==> src/pac_pkg.sv <==
// package for the process alarm comparator: offsets, field layouts, reset values, type codes
package pac_pkg;
  localparam int unsigned PAC_NUM_CH   = 4;
  localparam int unsigned PAC_VAL_W    = 16;
  localparam int unsigned PAC_TYPE_W   = 4;
  // register byte offsets
  localparam logic [7:0] PAC_OFF_CTRL   = 8'h00;
  localparam logic [7:0] PAC_OFF_PV     = 8'h04;
  localparam logic [7:0] PAC_OFF_SP     = 8'h08;
  localparam logic [7:0] PAC_OFF_OUTSEL = 8'h0C;
  localparam logic [7:0] PAC_OFF_STAT   = 8'h10;
  localparam logic [7:0] PAC_OFF_IRQ    = 8'h14;
  localparam logic [7:0] PAC_OFF_MASK   = 8'h18;
  localparam logic [7:0] PAC_OFF_TYPE0  = 8'h20;
  localparam logic [7:0] PAC_OFF_HI0    = 8'h30;
  localparam logic [7:0] PAC_OFF_LO0    = 8'h40;
  localparam logic [7:0] PAC_OFF_HYS0   = 8'h50;
  // control field positions
  localparam int unsigned PAC_CTRL_RUN_BIT = 0;
  localparam int unsigned PAC_CTRL_POS_BIT = 1;
  localparam int unsigned PAC_CTRL_RST_BIT = 2;
  // output select fields: [2] enable, [1:0] channel; out1 at 0, out2 at 4
  localparam int unsigned PAC_SEL_OUT1_LSB = 0;
  localparam int unsigned PAC_SEL_OUT2_LSB = 4;
  // alarm type codes
  localparam logic [3:0] PAC_T_OFF      = 4'h0;
  localparam logic [3:0] PAC_T_BAND_OUT = 4'h1;
  localparam logic [3:0] PAC_T_DEV_HI   = 4'h2;
  localparam logic [3:0] PAC_T_DEV_LO   = 4'h3;
  localparam logic [3:0] PAC_T_BAND_IN  = 4'h4;
  localparam logic [3:0] PAC_T_BAND_SB  = 4'h5;
  localparam logic [3:0] PAC_T_HI_SB    = 4'h6;
  localparam logic [3:0] PAC_T_LO_SB    = 4'h7;
  localparam logic [3:0] PAC_T_ABS_HI   = 4'h8;
  localparam logic [3:0] PAC_T_ABS_LO   = 4'h9;
  localparam logic [3:0] PAC_T_ABSH_SB  = 4'hA;
  localparam logic [3:0] PAC_T_ABSL_SB  = 4'hB;
  localparam logic [3:0] PAC_T_LOOP_BRK = 4'hC;
  // reset values
  localparam logic [3:0]  PAC_TYPE_RST  = PAC_T_DEV_HI;
  localparam logic [15:0] PAC_VAL_RST   = 16'h0000;
  localparam logic [7:0]  PAC_SEL_RST   = 8'h00;
endpackage

==> src/pac_top.sv <==
// four-channel process alarm comparator with ahb-lite register slave
//
// The AHB-Lite register port and the register addresses were chosen for this implementation.
`timescale 1ns/100ps
`default_nettype none

// Functional notes
// four channels, each with own alarm type
// output from type, value, hysteresis, standby
// control outputs 1/2 may carry any alarm
// loop break type only on channel 1
// no loop break on position-proportional variant
// type 1 alarms outside set point band
// type 2 (default) alarms at pv>=sp+x
// type 3 alarms at pv<=sp-x
// type 4 alarms inside set point band
// type 5 is type 1 plus standby
// type 6 is type 2 plus standby
// type 7 is type 3 plus standby
// type 8 alarms when pv above x
// type 9 alarms when pv below x
// type 0 holds the output off
// standby suppresses until pv first leaves region
module pac_top
  import pac_pkg::*;
#(
  parameter int unsigned NUM_CH = PAC_NUM_CH
) (
  input  wire logic        hclk,
  input  wire logic        hresetn,
  input  wire logic        hsel,
  input  wire logic [31:0] haddr,
  input  wire logic [1:0]  htrans,
  input  wire logic        hwrite,
  input  wire logic [2:0]  hsize,
  input  wire logic [31:0] hwdata,
  input  wire logic        hready,
  output logic      [31:0] hrdata,
  output logic             hreadyout,
  output logic             hresp,
  output logic      [3:0]  alarm_out,
  output logic             ctrl_out1,
  output logic             ctrl_out2,
  output logic             irq
);
  // only the four-channel build is served by the fixed per-channel logic below
  if (NUM_CH != PAC_NUM_CH) begin : g_bad_ch
    $error("pac_top supports exactly four channels");
  end

  typedef logic signed [PAC_VAL_W-1:0] pac_val_t;

  // configuration registers
  logic [2:0]           ctrl_q, ctrl_d;
  pac_val_t             pv_q, pv_d, sp_q, sp_d;
  logic [7:0]           sel_q, sel_d;
  logic [3:0]           typ_q [4];
  logic [3:0]           typ_d [4];
  pac_val_t             hi_q [4];
  pac_val_t             hi_d [4];
  pac_val_t             lo_q [4];
  pac_val_t             lo_d [4];
  pac_val_t             hys_q [4];
  pac_val_t             hys_d [4];
  logic [3:0]           irq_q, irq_d, mask_q, mask_d;
  // bus data phase state
  logic                 wr_q, wr_d, rd_q, rd_d;
  logic [7:0]           addr_q, addr_d;
  logic [31:0]          rdata_q, rdata_d;
  // alarm state
  // armed_q marks channels whose standby wait is over
  logic [3:0]           alm_q, alm_d, armed_q, armed_d;
  logic                 o1_q, o1_d, o2_q, o2_d, irqo_q, irqo_d;

  logic                 acc;
  logic [31:0]          rmux;
  logic [3:0]           cond;
  // raw results and standby flags, one bit driven from each channel block
  wire        [3:0]     raw, sb;

  // a transfer is taken only while the bus is ready; idle slots are ignored
  assign acc = hsel & hready & htrans[1];

  // one-cycle address capture, zero wait states
  always_comb begin
    wr_d   = acc & hwrite;
    rd_d   = acc & ~hwrite;
    addr_d = acc ? haddr[7:0] : addr_q;
  end

  // read mux over next-state values, registered at the address phase: hrdata comes
  // from a flop, yet a write landing at that same edge is already visible;
  // unmapped addresses read zero
  always_comb begin
    rmux = 32'h0000_0000;
    unique case (addr_d)
      PAC_OFF_CTRL:   rmux = {29'h0, ctrl_d};
      PAC_OFF_PV:     rmux = {16'h0, pv_d};
      PAC_OFF_SP:     rmux = {16'h0, sp_d};
      PAC_OFF_OUTSEL: rmux = {24'h0, sel_d};
      PAC_OFF_STAT:   rmux = {24'h0, armed_d, alm_d};
      PAC_OFF_IRQ:    rmux = {28'h0, irq_d};
      PAC_OFF_MASK:   rmux = {28'h0, mask_d};
      default: begin
        for (int i = 0; i < 4; i++) begin
          if (addr_d == PAC_OFF_TYPE0 + 8'(4*i)) rmux = {28'h0, typ_d[i]};
          if (addr_d == PAC_OFF_HI0 + 8'(4*i)) rmux = {16'h0, hi_d[i]};
          if (addr_d == PAC_OFF_LO0 + 8'(4*i)) rmux = {16'h0, lo_d[i]};
          if (addr_d == PAC_OFF_HYS0 + 8'(4*i)) rmux = {16'h0, hys_d[i]};
        end
      end
    endcase
    // the word stands through the data phase and is held until the next read
    rdata_d = rd_d ? rmux : rdata_q;
  end

  // register writes; an illegal type code is refused and the old type kept
  always_comb begin
    logic [3:0] nt;
    nt     = 4'h0;
    ctrl_d = ctrl_q;
    pv_d   = pv_q;
    sp_d   = sp_q;
    sel_d  = sel_q;
    mask_d = mask_q;
    typ_d  = typ_q;
    hi_d   = hi_q;
    lo_d   = lo_q;
    hys_d  = hys_q;
    // writes land at the end of the data phase, while hwdata stands;
    // only the low bits of each word are stored, upper bits are ignored
    if (wr_q) begin
      unique case (addr_q)
        PAC_OFF_CTRL:   ctrl_d = hwdata[2:0];
        PAC_OFF_PV:     pv_d   = hwdata[15:0];
        PAC_OFF_SP:     sp_d   = hwdata[15:0];
        PAC_OFF_OUTSEL: sel_d  = hwdata[7:0];
        PAC_OFF_MASK:   mask_d = hwdata[3:0];
        default: begin
          for (int i = 0; i < 4; i++) begin
            nt = hwdata[3:0];
            if (addr_q == PAC_OFF_TYPE0 + 8'(4*i)) begin
              // loop break: channel 1 only, never on position-proportional
              if (nt == PAC_T_LOOP_BRK && (i != 0 || ctrl_q[PAC_CTRL_POS_BIT])) begin
                typ_d[i] = typ_q[i];
              end else if (nt > PAC_T_LOOP_BRK) begin
                typ_d[i] = typ_q[i];
              end else begin
                typ_d[i] = nt;
              end
            end
            if (addr_q == PAC_OFF_HI0 + 8'(4*i)) hi_d[i] = hwdata[15:0];
            if (addr_q == PAC_OFF_LO0 + 8'(4*i)) lo_d[i] = hwdata[15:0];
            if (addr_q == PAC_OFF_HYS0 + 8'(4*i)) hys_d[i] = hwdata[15:0];
          end
        end
      endcase
    end
  end

  // per-channel comparison; hysteresis widens the off-going threshold except for band-in (type 4)
  generate
    for (genvar c = 0; c < 4; c++) begin : g_ch
      // 18-bit signed copies so that set point plus deviation cannot wrap
      logic signed [17:0] pv, sp, hi, lo, h;
      logic signed [17:0] hon, hoff, lon, loff;
      logic               up, dn, ab_hi, ab_lo, was;
      logic               raw_c, sb_c;
      always_comb begin
        pv  = 18'(pv_q);
        sp  = 18'(sp_q);
        hi  = 18'(hi_q[c]);
        lo  = 18'(lo_q[c]);
        h   = 18'(hys_q[c]);
        was = alm_q[c];
        // deviation thresholds relative to set point
        hon   = sp + hi;
        lon   = sp - lo;
        hoff  = hon - h;
        loff  = lon + h;
        up    = was ? (pv > hoff) : (pv >= hon);
        dn    = was ? (pv < loff) : (pv <= lon);
        ab_hi = was ? (pv > hi - h) : (pv > hi);
        ab_lo = was ? (pv < hi + h) : (pv < hi);
        raw_c = 1'b0;
        sb_c  = 1'b0;
        // type 12 is accepted on channel 1 but has no evaluation here, so it stays quiet
        unique case (typ_q[c])
          PAC_T_OFF:      raw_c = 1'b0;
          PAC_T_BAND_OUT: raw_c = up | dn;
          PAC_T_DEV_HI:   raw_c = up;
          PAC_T_DEV_LO:   raw_c = dn;
          PAC_T_BAND_IN:  raw_c = (pv < hon) & (pv > lon);
          PAC_T_BAND_SB: begin
            raw_c = up | dn;
            sb_c  = 1'b1;
          end
          PAC_T_HI_SB: begin
            raw_c = up;
            sb_c  = 1'b1;
          end
          PAC_T_LO_SB: begin
            raw_c = dn;
            sb_c  = 1'b1;
          end
          PAC_T_ABS_HI:   raw_c = ab_hi;
          PAC_T_ABS_LO:   raw_c = ab_lo;
          PAC_T_ABSH_SB: begin
            raw_c = ab_hi;
            sb_c  = 1'b1;
          end
          PAC_T_ABSL_SB: begin
            raw_c = ab_lo;
            sb_c  = 1'b1;
          end
          default:        raw_c = 1'b0; // loop break is not evaluated anywhere; it stays low
        endcase
      end
      assign raw[c] = raw_c;
      assign sb[c]  = sb_c;
    end
  endgenerate

  // standby: armed once pv seen outside alarm region; run low or restart bit rearms
  always_comb begin
    armed_d = armed_q;
    // restart keeps every channel disarmed for as long as the bit stays set
    for (int i = 0; i < 4; i++) begin
      if (!ctrl_q[PAC_CTRL_RUN_BIT] || ctrl_q[PAC_CTRL_RST_BIT]) armed_d[i] = 1'b0;
      else if (!raw[i]) armed_d[i] = 1'b1;
    end
    cond  = raw & (~sb | armed_q);
    alm_d = ctrl_q[PAC_CTRL_RUN_BIT] ? cond : 4'h0;
  end

  // control output routing and sticky interrupt status; a new event beats the clear
  always_comb begin
    // a disabled route forces its control output low
    o1_d  = sel_q[PAC_SEL_OUT1_LSB+2] & alm_q[sel_q[PAC_SEL_OUT1_LSB +: 2]];
    o2_d  = sel_q[PAC_SEL_OUT2_LSB+2] & alm_q[sel_q[PAC_SEL_OUT2_LSB +: 2]];
    irq_d = irq_q;
    // the clear is applied first so that an edge in the same cycle survives it
    if (wr_q && addr_q == PAC_OFF_IRQ) irq_d = irq_q & ~hwdata[3:0];
    irq_d  = irq_d | (alm_d & ~alm_q);
    irqo_d = |(irq_q & mask_q);
  end

  // one register bank for all state; the reset branch loads constants only
  always_ff @(posedge hclk or negedge hresetn) begin
    if (!hresetn) begin
      ctrl_q  <= 3'h0;
      pv_q    <= PAC_VAL_RST;
      sp_q    <= PAC_VAL_RST;
      sel_q   <= PAC_SEL_RST;
      mask_q  <= 4'h0;
      irq_q   <= 4'h0;
      for (int i = 0; i < 4; i++) begin
        typ_q[i] <= PAC_TYPE_RST;
        hi_q[i]  <= PAC_VAL_RST;
        lo_q[i]  <= PAC_VAL_RST;
        hys_q[i] <= PAC_VAL_RST;
      end
      wr_q    <= 1'b0;
      rd_q    <= 1'b0;
      addr_q  <= 8'h00;
      rdata_q <= 32'h0000_0000;
      alm_q   <= 4'h0;
      armed_q <= 4'h0;
      o1_q    <= 1'b0;
      o2_q    <= 1'b0;
      irqo_q  <= 1'b0;
    end else begin
      ctrl_q  <= ctrl_d;
      pv_q    <= pv_d;
      sp_q    <= sp_d;
      sel_q   <= sel_d;
      mask_q  <= mask_d;
      irq_q   <= irq_d;
      typ_q   <= typ_d;
      hi_q    <= hi_d;
      lo_q    <= lo_d;
      hys_q   <= hys_d;
      wr_q    <= wr_d;
      rd_q    <= rd_d;
      addr_q  <= addr_d;
      rdata_q <= rdata_d;
      alm_q   <= alm_d;
      armed_q <= armed_d;
      o1_q    <= o1_d;
      o2_q    <= o2_d;
      irqo_q  <= irqo_d;
    end
  end

  // outputs come from flops; ready and response are tied, the slave never waits
  assign hrdata    = rdata_q;
  assign hreadyout = 1'b1;
  assign hresp     = 1'b0;
  assign alarm_out = alm_q;
  assign ctrl_out1 = o1_q;
  assign ctrl_out2 = o2_q;
  assign irq       = irqo_q;
endmodule

`default_nettype wire

==> config.mk <==
export PLATFORM = sky130hd
export DESIGN_NAME = pac_top
export DESIGN_NICKNAME = d
export VERILOG_FILES = /design/src/pac_pkg.sv /design/src/pac_top.sv
export SDC_FILE = /design/constraint.sdc
export NUM_CORES = 2
export LEC_CHECK = 0
export ABC_AREA = 1
export BUFFER_PORTS_ARGS = -buffer_cell sky130_fd_sc_hd__buf_2
export CAP_MARGIN = 5
export CORE_MARGIN = 5
export CORE_UTILIZATION = 66
export CTS_CLUSTER_SIZE = 10
export DETAILED_ROUTE_END_ITERATION = 8
export MAX_ROUTING_LAYER = met4
export PLACE_DENSITY = 0.84
export SLEW_MARGIN = 20
export SYNTH_ARGS = -nofsm -noshare
export SYNTH_HDL_FRONTEND = slang
export SYNTH_SLANG_ARGS = --single-unit
==> constraint.sdc <==
create_clock -name hclk -period 7.6 [get_ports hclk]
set_clock_uncertainty 0.05 [all_clocks]
set_input_delay 1.14 -clock hclk [delete_from_list [all_inputs] [get_ports hclk]]
set_output_delay 1.14 -clock hclk [all_outputs]
set_load 0.02 [all_outputs]
-- Yosys cells after proc, flatten, opt, wreduce, memory -nomap -nowiden
Index checks and enable logic that the tools add are counted.
- register bits: 311
- order comparisons: 43
- bitwise logic cells: 24
- multiplexer cells: 98
- add/subtract/negate cells: 24
- reduce and logical (&&, ||, !) cells: 32
- equality and inequality tests: 88
- operator list (cell ; number):
    $mux W32 ; 15
    $mux W64 ; 6
    $mux W16 ; 18
    $pmux W32 S7 ; 1
    $add A16 B16 Y17 ; 8
    $gt A16 B17 Y1 ; 8
    $lt A16 B17 Y1 ; 8
    $sub A16 B16 Y17 ; 8
    $eq A8 B6 Y1 const B ; 16
    $eq A8 B7 Y1 const B ; 16
    $add A17 B16 Y18 ; 4
    $gt A16 B18 Y1 ; 4
    $lt A16 B18 Y1 ; 4
    $sub A17 B16 Y18 ; 4
    $eq A4 B4 Y1 const B ; 17
    $ge A16 B17 Y1 ; 4
    $le A16 B17 Y1 ; 4
    $mux W4 ; 17
    $eq A4 B3 Y1 const B ; 16
    $gt A16 B16 Y1 ; 4
    $lt A16 B16 Y1 ; 4
    $eq A8 B5 Y1 const B ; 5
    $reduce_or A2 Y1 ; 20
    $eq A4 B2 Y1 const B ; 8
    other kinds (22) ; 90

-- Depth between registers and ports, before layout
- depth after elaboration: 23
- mapped depth: 44
- mapped depth without buffers: 44

-- Least setup slack after synthesis
OpenSTA, ideal clock, no wires.
- path type: register to register
- from: reg sp_q[1]
- to: reg rdata_q[2] (netlist: hrdata[2])
- stages on the path, launching flop included: 41
- arrival time: 5.421 ns
- setup slack: 2.012 ns
- required time: 7.433 ns
- path buffers: 0
- clock period less this slack: 5.588 ns
- setup time: 0.117 ns
- cell sequence: dfrtp_1 > inv_1 > fa_1 > nand3b_1 > and2_1 > inv_1 > a21oi_1 > o21bai_1 > xor2_1 > inv_1 > ha_1 > inv_1 > nor3_1 > nor2_1 > o21ai_0 > a21oi_1 > o21bai_1 > a21oi_1 > [5 not listed] > ha_1 > nand2_1 > nor2_1 > nand2_1 > inv_1 > nand4_1 > nand4_1 > nand2_1 > nand2_1 > nand2_1 > o21ai_0 > nand3_1 > nand3_1 > nand2_1 > inv_1 > nand3_1 > nor2_1 > nor2_1
- longest elaborated chain between the ends: 11
- elaborated cells between the ends (all ways): 20
- classes of those cells: add/sub (4); order compare (6); mux (5); bitwise (5)
- ends and longest elaborated chain (element ; RTL line ; source):
    from (decl) ; pac_top.sv:55 ; pac_val_t pv_q, pv_d, sp_q, sp_d;
    from (signal assigned) ; pac_top.sv:275 ; sp_q <= sp_d;
    $add A16 B16 Y17 or $sub A16 B16 Y17 (tied branches) ; pac_top.sv:177, pac_top.sv:178 ;
    $sub A17 B16 Y18 or $add A17 B16 Y18 (tied branches) ; pac_top.sv:179, pac_top.sv:180 ;
    $gt A16 B18 Y1 or $lt A16 B18 Y1 (tied branches) ; pac_top.sv:181, pac_top.sv:182 ;
    $mux W1, on equally long branches ; pac_top.sv:181, pac_top.sv:182 ;
    $or A1 B1 Y1 ; pac_top.sv:190, pac_top.sv:195 ;
    $pmux W1 S6 (*) ; pac_top.sv:188 ; unique case (typ_q[c])
    $and A4 B4 Y4 (*) ; pac_top.sv:232 ; cond = raw & (~sb | armed_q);
    $mux W4 (*) ; pac_top.sv:233 ; alm_d = ctrl_q[PAC_CTRL_RUN_BIT] ? cond : 4'h0;
    $and A4 B4 Y4 ; pac_top.sv:244 ; irq_d = irq_d | (alm_d & ~alm_q);
    $or A4 B4 Y4 ; pac_top.sv:244 ;
    $pmux W32 S7 (*) ; pac_top.sv:96 ; unique case (addr_d)
    to (signal assigned) ; pac_top.sv:286 ; rdata_q <= rdata_d;
    to (decl) ; pac_top.sv:69 ; logic [31:0] rdata_q, rdata_d;
Every way passes the cells marked *; elsewhere a longest branch is shown, timed or not.
A chain may end at the register's enable or synchronous reset.

-- Final worst setup path
- from: reg sp_q[3]
- to: reg rdata_q[1] (netlist: hrdata[1])
- longest elaborated chain between the ends: 11
- elaborated cells between the ends (all ways): 20
- classes of those cells: add/sub (4); order compare (6); mux (5); bitwise (5)
- ends and longest elaborated chain (element ; RTL line ; source):
    $add A16 B16 Y17 or $sub A16 B16 Y17 (tied branches) ; pac_top.sv:177, pac_top.sv:178 ;
    $sub A17 B16 Y18 or $add A17 B16 Y18 (tied branches) ; pac_top.sv:179, pac_top.sv:180 ;
    $gt A16 B18 Y1 or $lt A16 B18 Y1 (tied branches) ; pac_top.sv:181, pac_top.sv:182 ;
    $mux W1, on equally long branches ; pac_top.sv:181, pac_top.sv:182 ;
    $or A1 B1 Y1 ; pac_top.sv:190, pac_top.sv:195 ;
    $pmux W1 S6 (*) ; pac_top.sv:188 ;
    $and A4 B4 Y4 (*) ; pac_top.sv:232 ;
    $mux W4 (*) ; pac_top.sv:233 ;
    $and A4 B4 Y4 (*) ; pac_top.sv:244 ;
    $or A4 B4 Y4 (*) ; pac_top.sv:244 ;
    via irq_d[1] ; pac_top.sv:65 ; logic [3:0] irq_q, irq_d, mask_q, mask_d;
    $pmux W32 S7 (*) ; pac_top.sv:96 ;
The timed path passes the listed nets; every way through them passes the cells marked *.

==> results by group <==
CTS
  • Clock slew seen by the registers of the worst setup and hold paths: 60 ps
  • TritonCTS Sinks: 295
  • CTS tree: yes
  • Clock latency on the worst-skew pair: approximately 580 ps
  • H-tree depth: 2
  • Cts hold-fix bufs: 0
  • TritonCTS buffer count: 37
  • Clock root cell: clkbuf_16
  • Max clock buf depth: 3

Synth
  • Ys Warns: 0
  • Register area share after synthesis: ~17%
  • Simple-gate area share of the yosys netlist: between 20% and 30%
  • Syn Inst Count: between 6,000 and 7,000
  • Mux share of post-synthesis cell area: 0%
  • Netlist Area Pre-Place: 44,300 µm²
  • Main synth FF type: dfrtp_1
  • Yosys reg bits: roughly 300
  • Number of flops mapped to enable cells by yosys: 0
  • Asr flop ratio synth: 100%
  • Distinct cells, synth: 59
  • Synth Area in Compound Gates: between 10% and 20%
  • Mean instance size in the synthesized netlist: slightly below 7 µm²
  • Synth Area in Adders: approximately a quarter
  • Largest family of logic cells by synthesized area: adder cells
  • XOR/XNOR share of the synthesized area: 6.68%

Timing
  • Endpoints failing hold: 0
  • Fin Hold WS: ~450 ps
  • Final worst setup slack: 496 ps
  • RSZ-0062 raised after global routing: false
  • Minimum clock period: 7100 ps
  • Setup TNS: 0 ps
  • Worst-margin pin slew: 1260 ps
  • Tcrit/Tclk final: a little over 90%
  • Slew Limit Headroom: between 15 and 20%
  • Finish-stage setup viols: 0
  • Slew Limit Fails: 0
  • Fmax: about 140 MHz

Setup path
  • Delay-heaviest family, CP: simple AND/OR/NAND/NOR gates
  • CP Data Arrival Time: about 7500 ps
  • Slowest cell delay on critical path: ~1000 ps
  • CP Class: reg -> reg
  • CP max FO: 9
  • Most frequent CP cell: nand2_1
  • Data required time of the critical path: ~8000 ps
  • Worst-path cell with the longest stage delay: dfrtp_1
  • Crit path capture type: flip-flop
  • CP Launch Type: flip-flop
  • CP bufs+invs: 3

Cells and area
  • Post-Layout Cell Count: 7,456
  • Layout cells sized above 1: 3.58%
  • Synthesis-to-finish area growth: 5.04%
  • Commonest non-fill, non-tap cells in the layout: nand2_1, inv_1, ha_1
  • Layout Nets: ~7,500
  • Commonest non-fill, non-tap cell in the layout: nand2_1

Global routing
  • Vias in the first global route: ~42,000
  • Initial antenna violation count: 8
  • GRT Total Usage: a little over two fifths
  • Overflow left after global routing: 0
  • First-pass GRT wire length: 242 mm
  • Largest net degree at the start of global routing: 150

Drt
  • WL/cell: roughly 22 µm
  • Final ANT Viol Nets: 0
  • DR vias: about 46,000
  • DRC: 0
  • Via-per-instance ratio: 6.16
  • WL final: between 150 and 200 mm
  • DR pass1 iterations: 7
  • Iteration-0 DRC Markers: 5,686

Die
  • Die H: 269 µm
  • Die area: a little over 70,000 µm²
  • Die extent in x: roughly 270 µm
  • Initial Util: around 66%
  • Row Count: 95
  • Ports: 115
  • Core Area: approximately 67,000 µm²

Placed design
  • PortBufs: 52
  • Hpwl dp: approximately 130 mm
  • Placed cell count: around 7,400
  • Dpl ws: roughly 790 ps
  • Routability Congestion: between 1 and 1.5

Pwr
  • Peak VDD IR: 0.000426 V
  • Leak: approximately 26 nW
  • Pwr dens: ~360 nW/µm²

Run status
  • Outcome: complete, no violations

Min path
  • Min-delay worst type: reg -> reg

Run
  • Max Cap Violations: 0
## sequential cells by signal, indices dropped and copies added (netlist names)
| signal | cells |
|---|---|
| pv_q | 16 |
| g_ch.h | 64 |
| irq | 1 |
| sp_q | 16 |
| addr_q | 8 |
| mask_q | 4 |
| g_ch.hi | 64 |
| typ_q | 16 |
| hrdata | 16 |
| g_ch.lo | 64 |
| ctrl_q | 3 |
| armed_q | 4 |
| irq_q | 4 |
| alarm_out | 4 |
| ctrl_out2 | 1 |
| sel_q | 8 |
| ctrl_out1 | 1 |
| wr_q | 1 |
## cell type report
cell class	count	area, µm²
fill	5934	20400
antenna	16	40.0
sequential	295	7410
inverter	1014	3810
multi-input combinational	5103	32500
tap	873	1090
clock inverter	5	51.3
clock buffer	61	1060
timing repair buffer	89	561
## routing by layer
metal / vias up / track usage, % / wire length (µm)
met1: 20976 / 54.6 / 62400
met5: - / - / 0
li1: 21734 / - / -
met2: 2564 / 64.1 / 66600
met4: 0 / 27.1 / 13300
met3: 663 / 10.6 / 19800
## worst min-delay path: stages (launching register included)
cell and delay (ps):
dfrtp_1 340, nand2_1 70, nand2_1 60
## where the power goes
| part | total, mW | internal, mW | switching, mW | leakage, nW |
|---|---|---|---|---|
| Combinational | 12.8 | 4.90 | 7.95 | 22.4 |
| Clock | 1.69 | 0.954 | 0.740 | 0.536 |
| Sequential | 2.10 | 1.71 | 0.385 | 2.85 |
## metrics by stage
step	power, mW	util (%)	cell area, µm²
floorplan	11.6	-	44400
global placement	14.1	67.8	45400
detailed placement	14.6	67.8	45400
CTS	16.4	69.5	46500
global route	18.4	69.5	46500
finish	16.6	69.6	46600
## cells by family (layout without fill, tap and decap cells)
| logic type | count (synthesis) | after routing |
|---|---|---|
| buffers and inverters | 1146 | 1169 |
| adders and majority gates | 888 | 888 |
| xor gates and xnor gates | 338 | 338 |
| and+or+nand+nor | 2465 | 2465 |
| AOI/OAI and AO/OA | 1394 | 1394 |
| DFF | 295 | 295 |
| other | 2 | 34 |
## cell usage after synthesis, types with 39 or more instances
| cell | n | share of area, % |
|---|---|---|
| nand2_1 | 1487 | 13 |
| inv_1 | 994 | 8.4 |
| ha_1 | 864 | 24 |
| a21oi_1 | 665 | 7.5 |
| nor2_1 | 401 | 3.4 |
| o21ai_0 | 339 | 3.8 |
| xor2_1 | 314 | 6.2 |
| dfrtp_1 | 291 | 16 |
| nand3_1 | 261 | 2.9 |
| nand4_1 | 100 | 1.4 |
| nor3_1 | 97 | 1.1 |
| o21bai_1 | 89 | 1.5 |
| o21ai_1 | 66 | 0.75 |
| a21o_1 | 61 | 1.0 |
| clkbuf_1 | 61 | 0.52 |
| buf_2 | 39 | 0.44 |
## path summary, 6_finish.rpt
kind                       startpoint    endpoint  slack [ps]  cells after the start
max                           sp_q[3]   hrdata[1]         500                     38
min                          sel_q[2]    sel_q[2]         450                      2
max reg2reg                   sp_q[3]   hrdata[1]         500                     38
min reg2reg                  sel_q[2]    sel_q[2]         450                      2
max in group asynchronous     hresetn     sp_q[0]        5580                      2
min in group asynchronous     hresetn  hrdata[15]         490                      1
## what timing repair did
| item | 4_1_cts | 5_1_grt |
|---|---|---|
| resized for setup | 0 | 1 |
| buffers inserted | 0 | 0 |
| setup endpoints to repair | 0 | 1 |
Power figures use the tool's default switching activity.
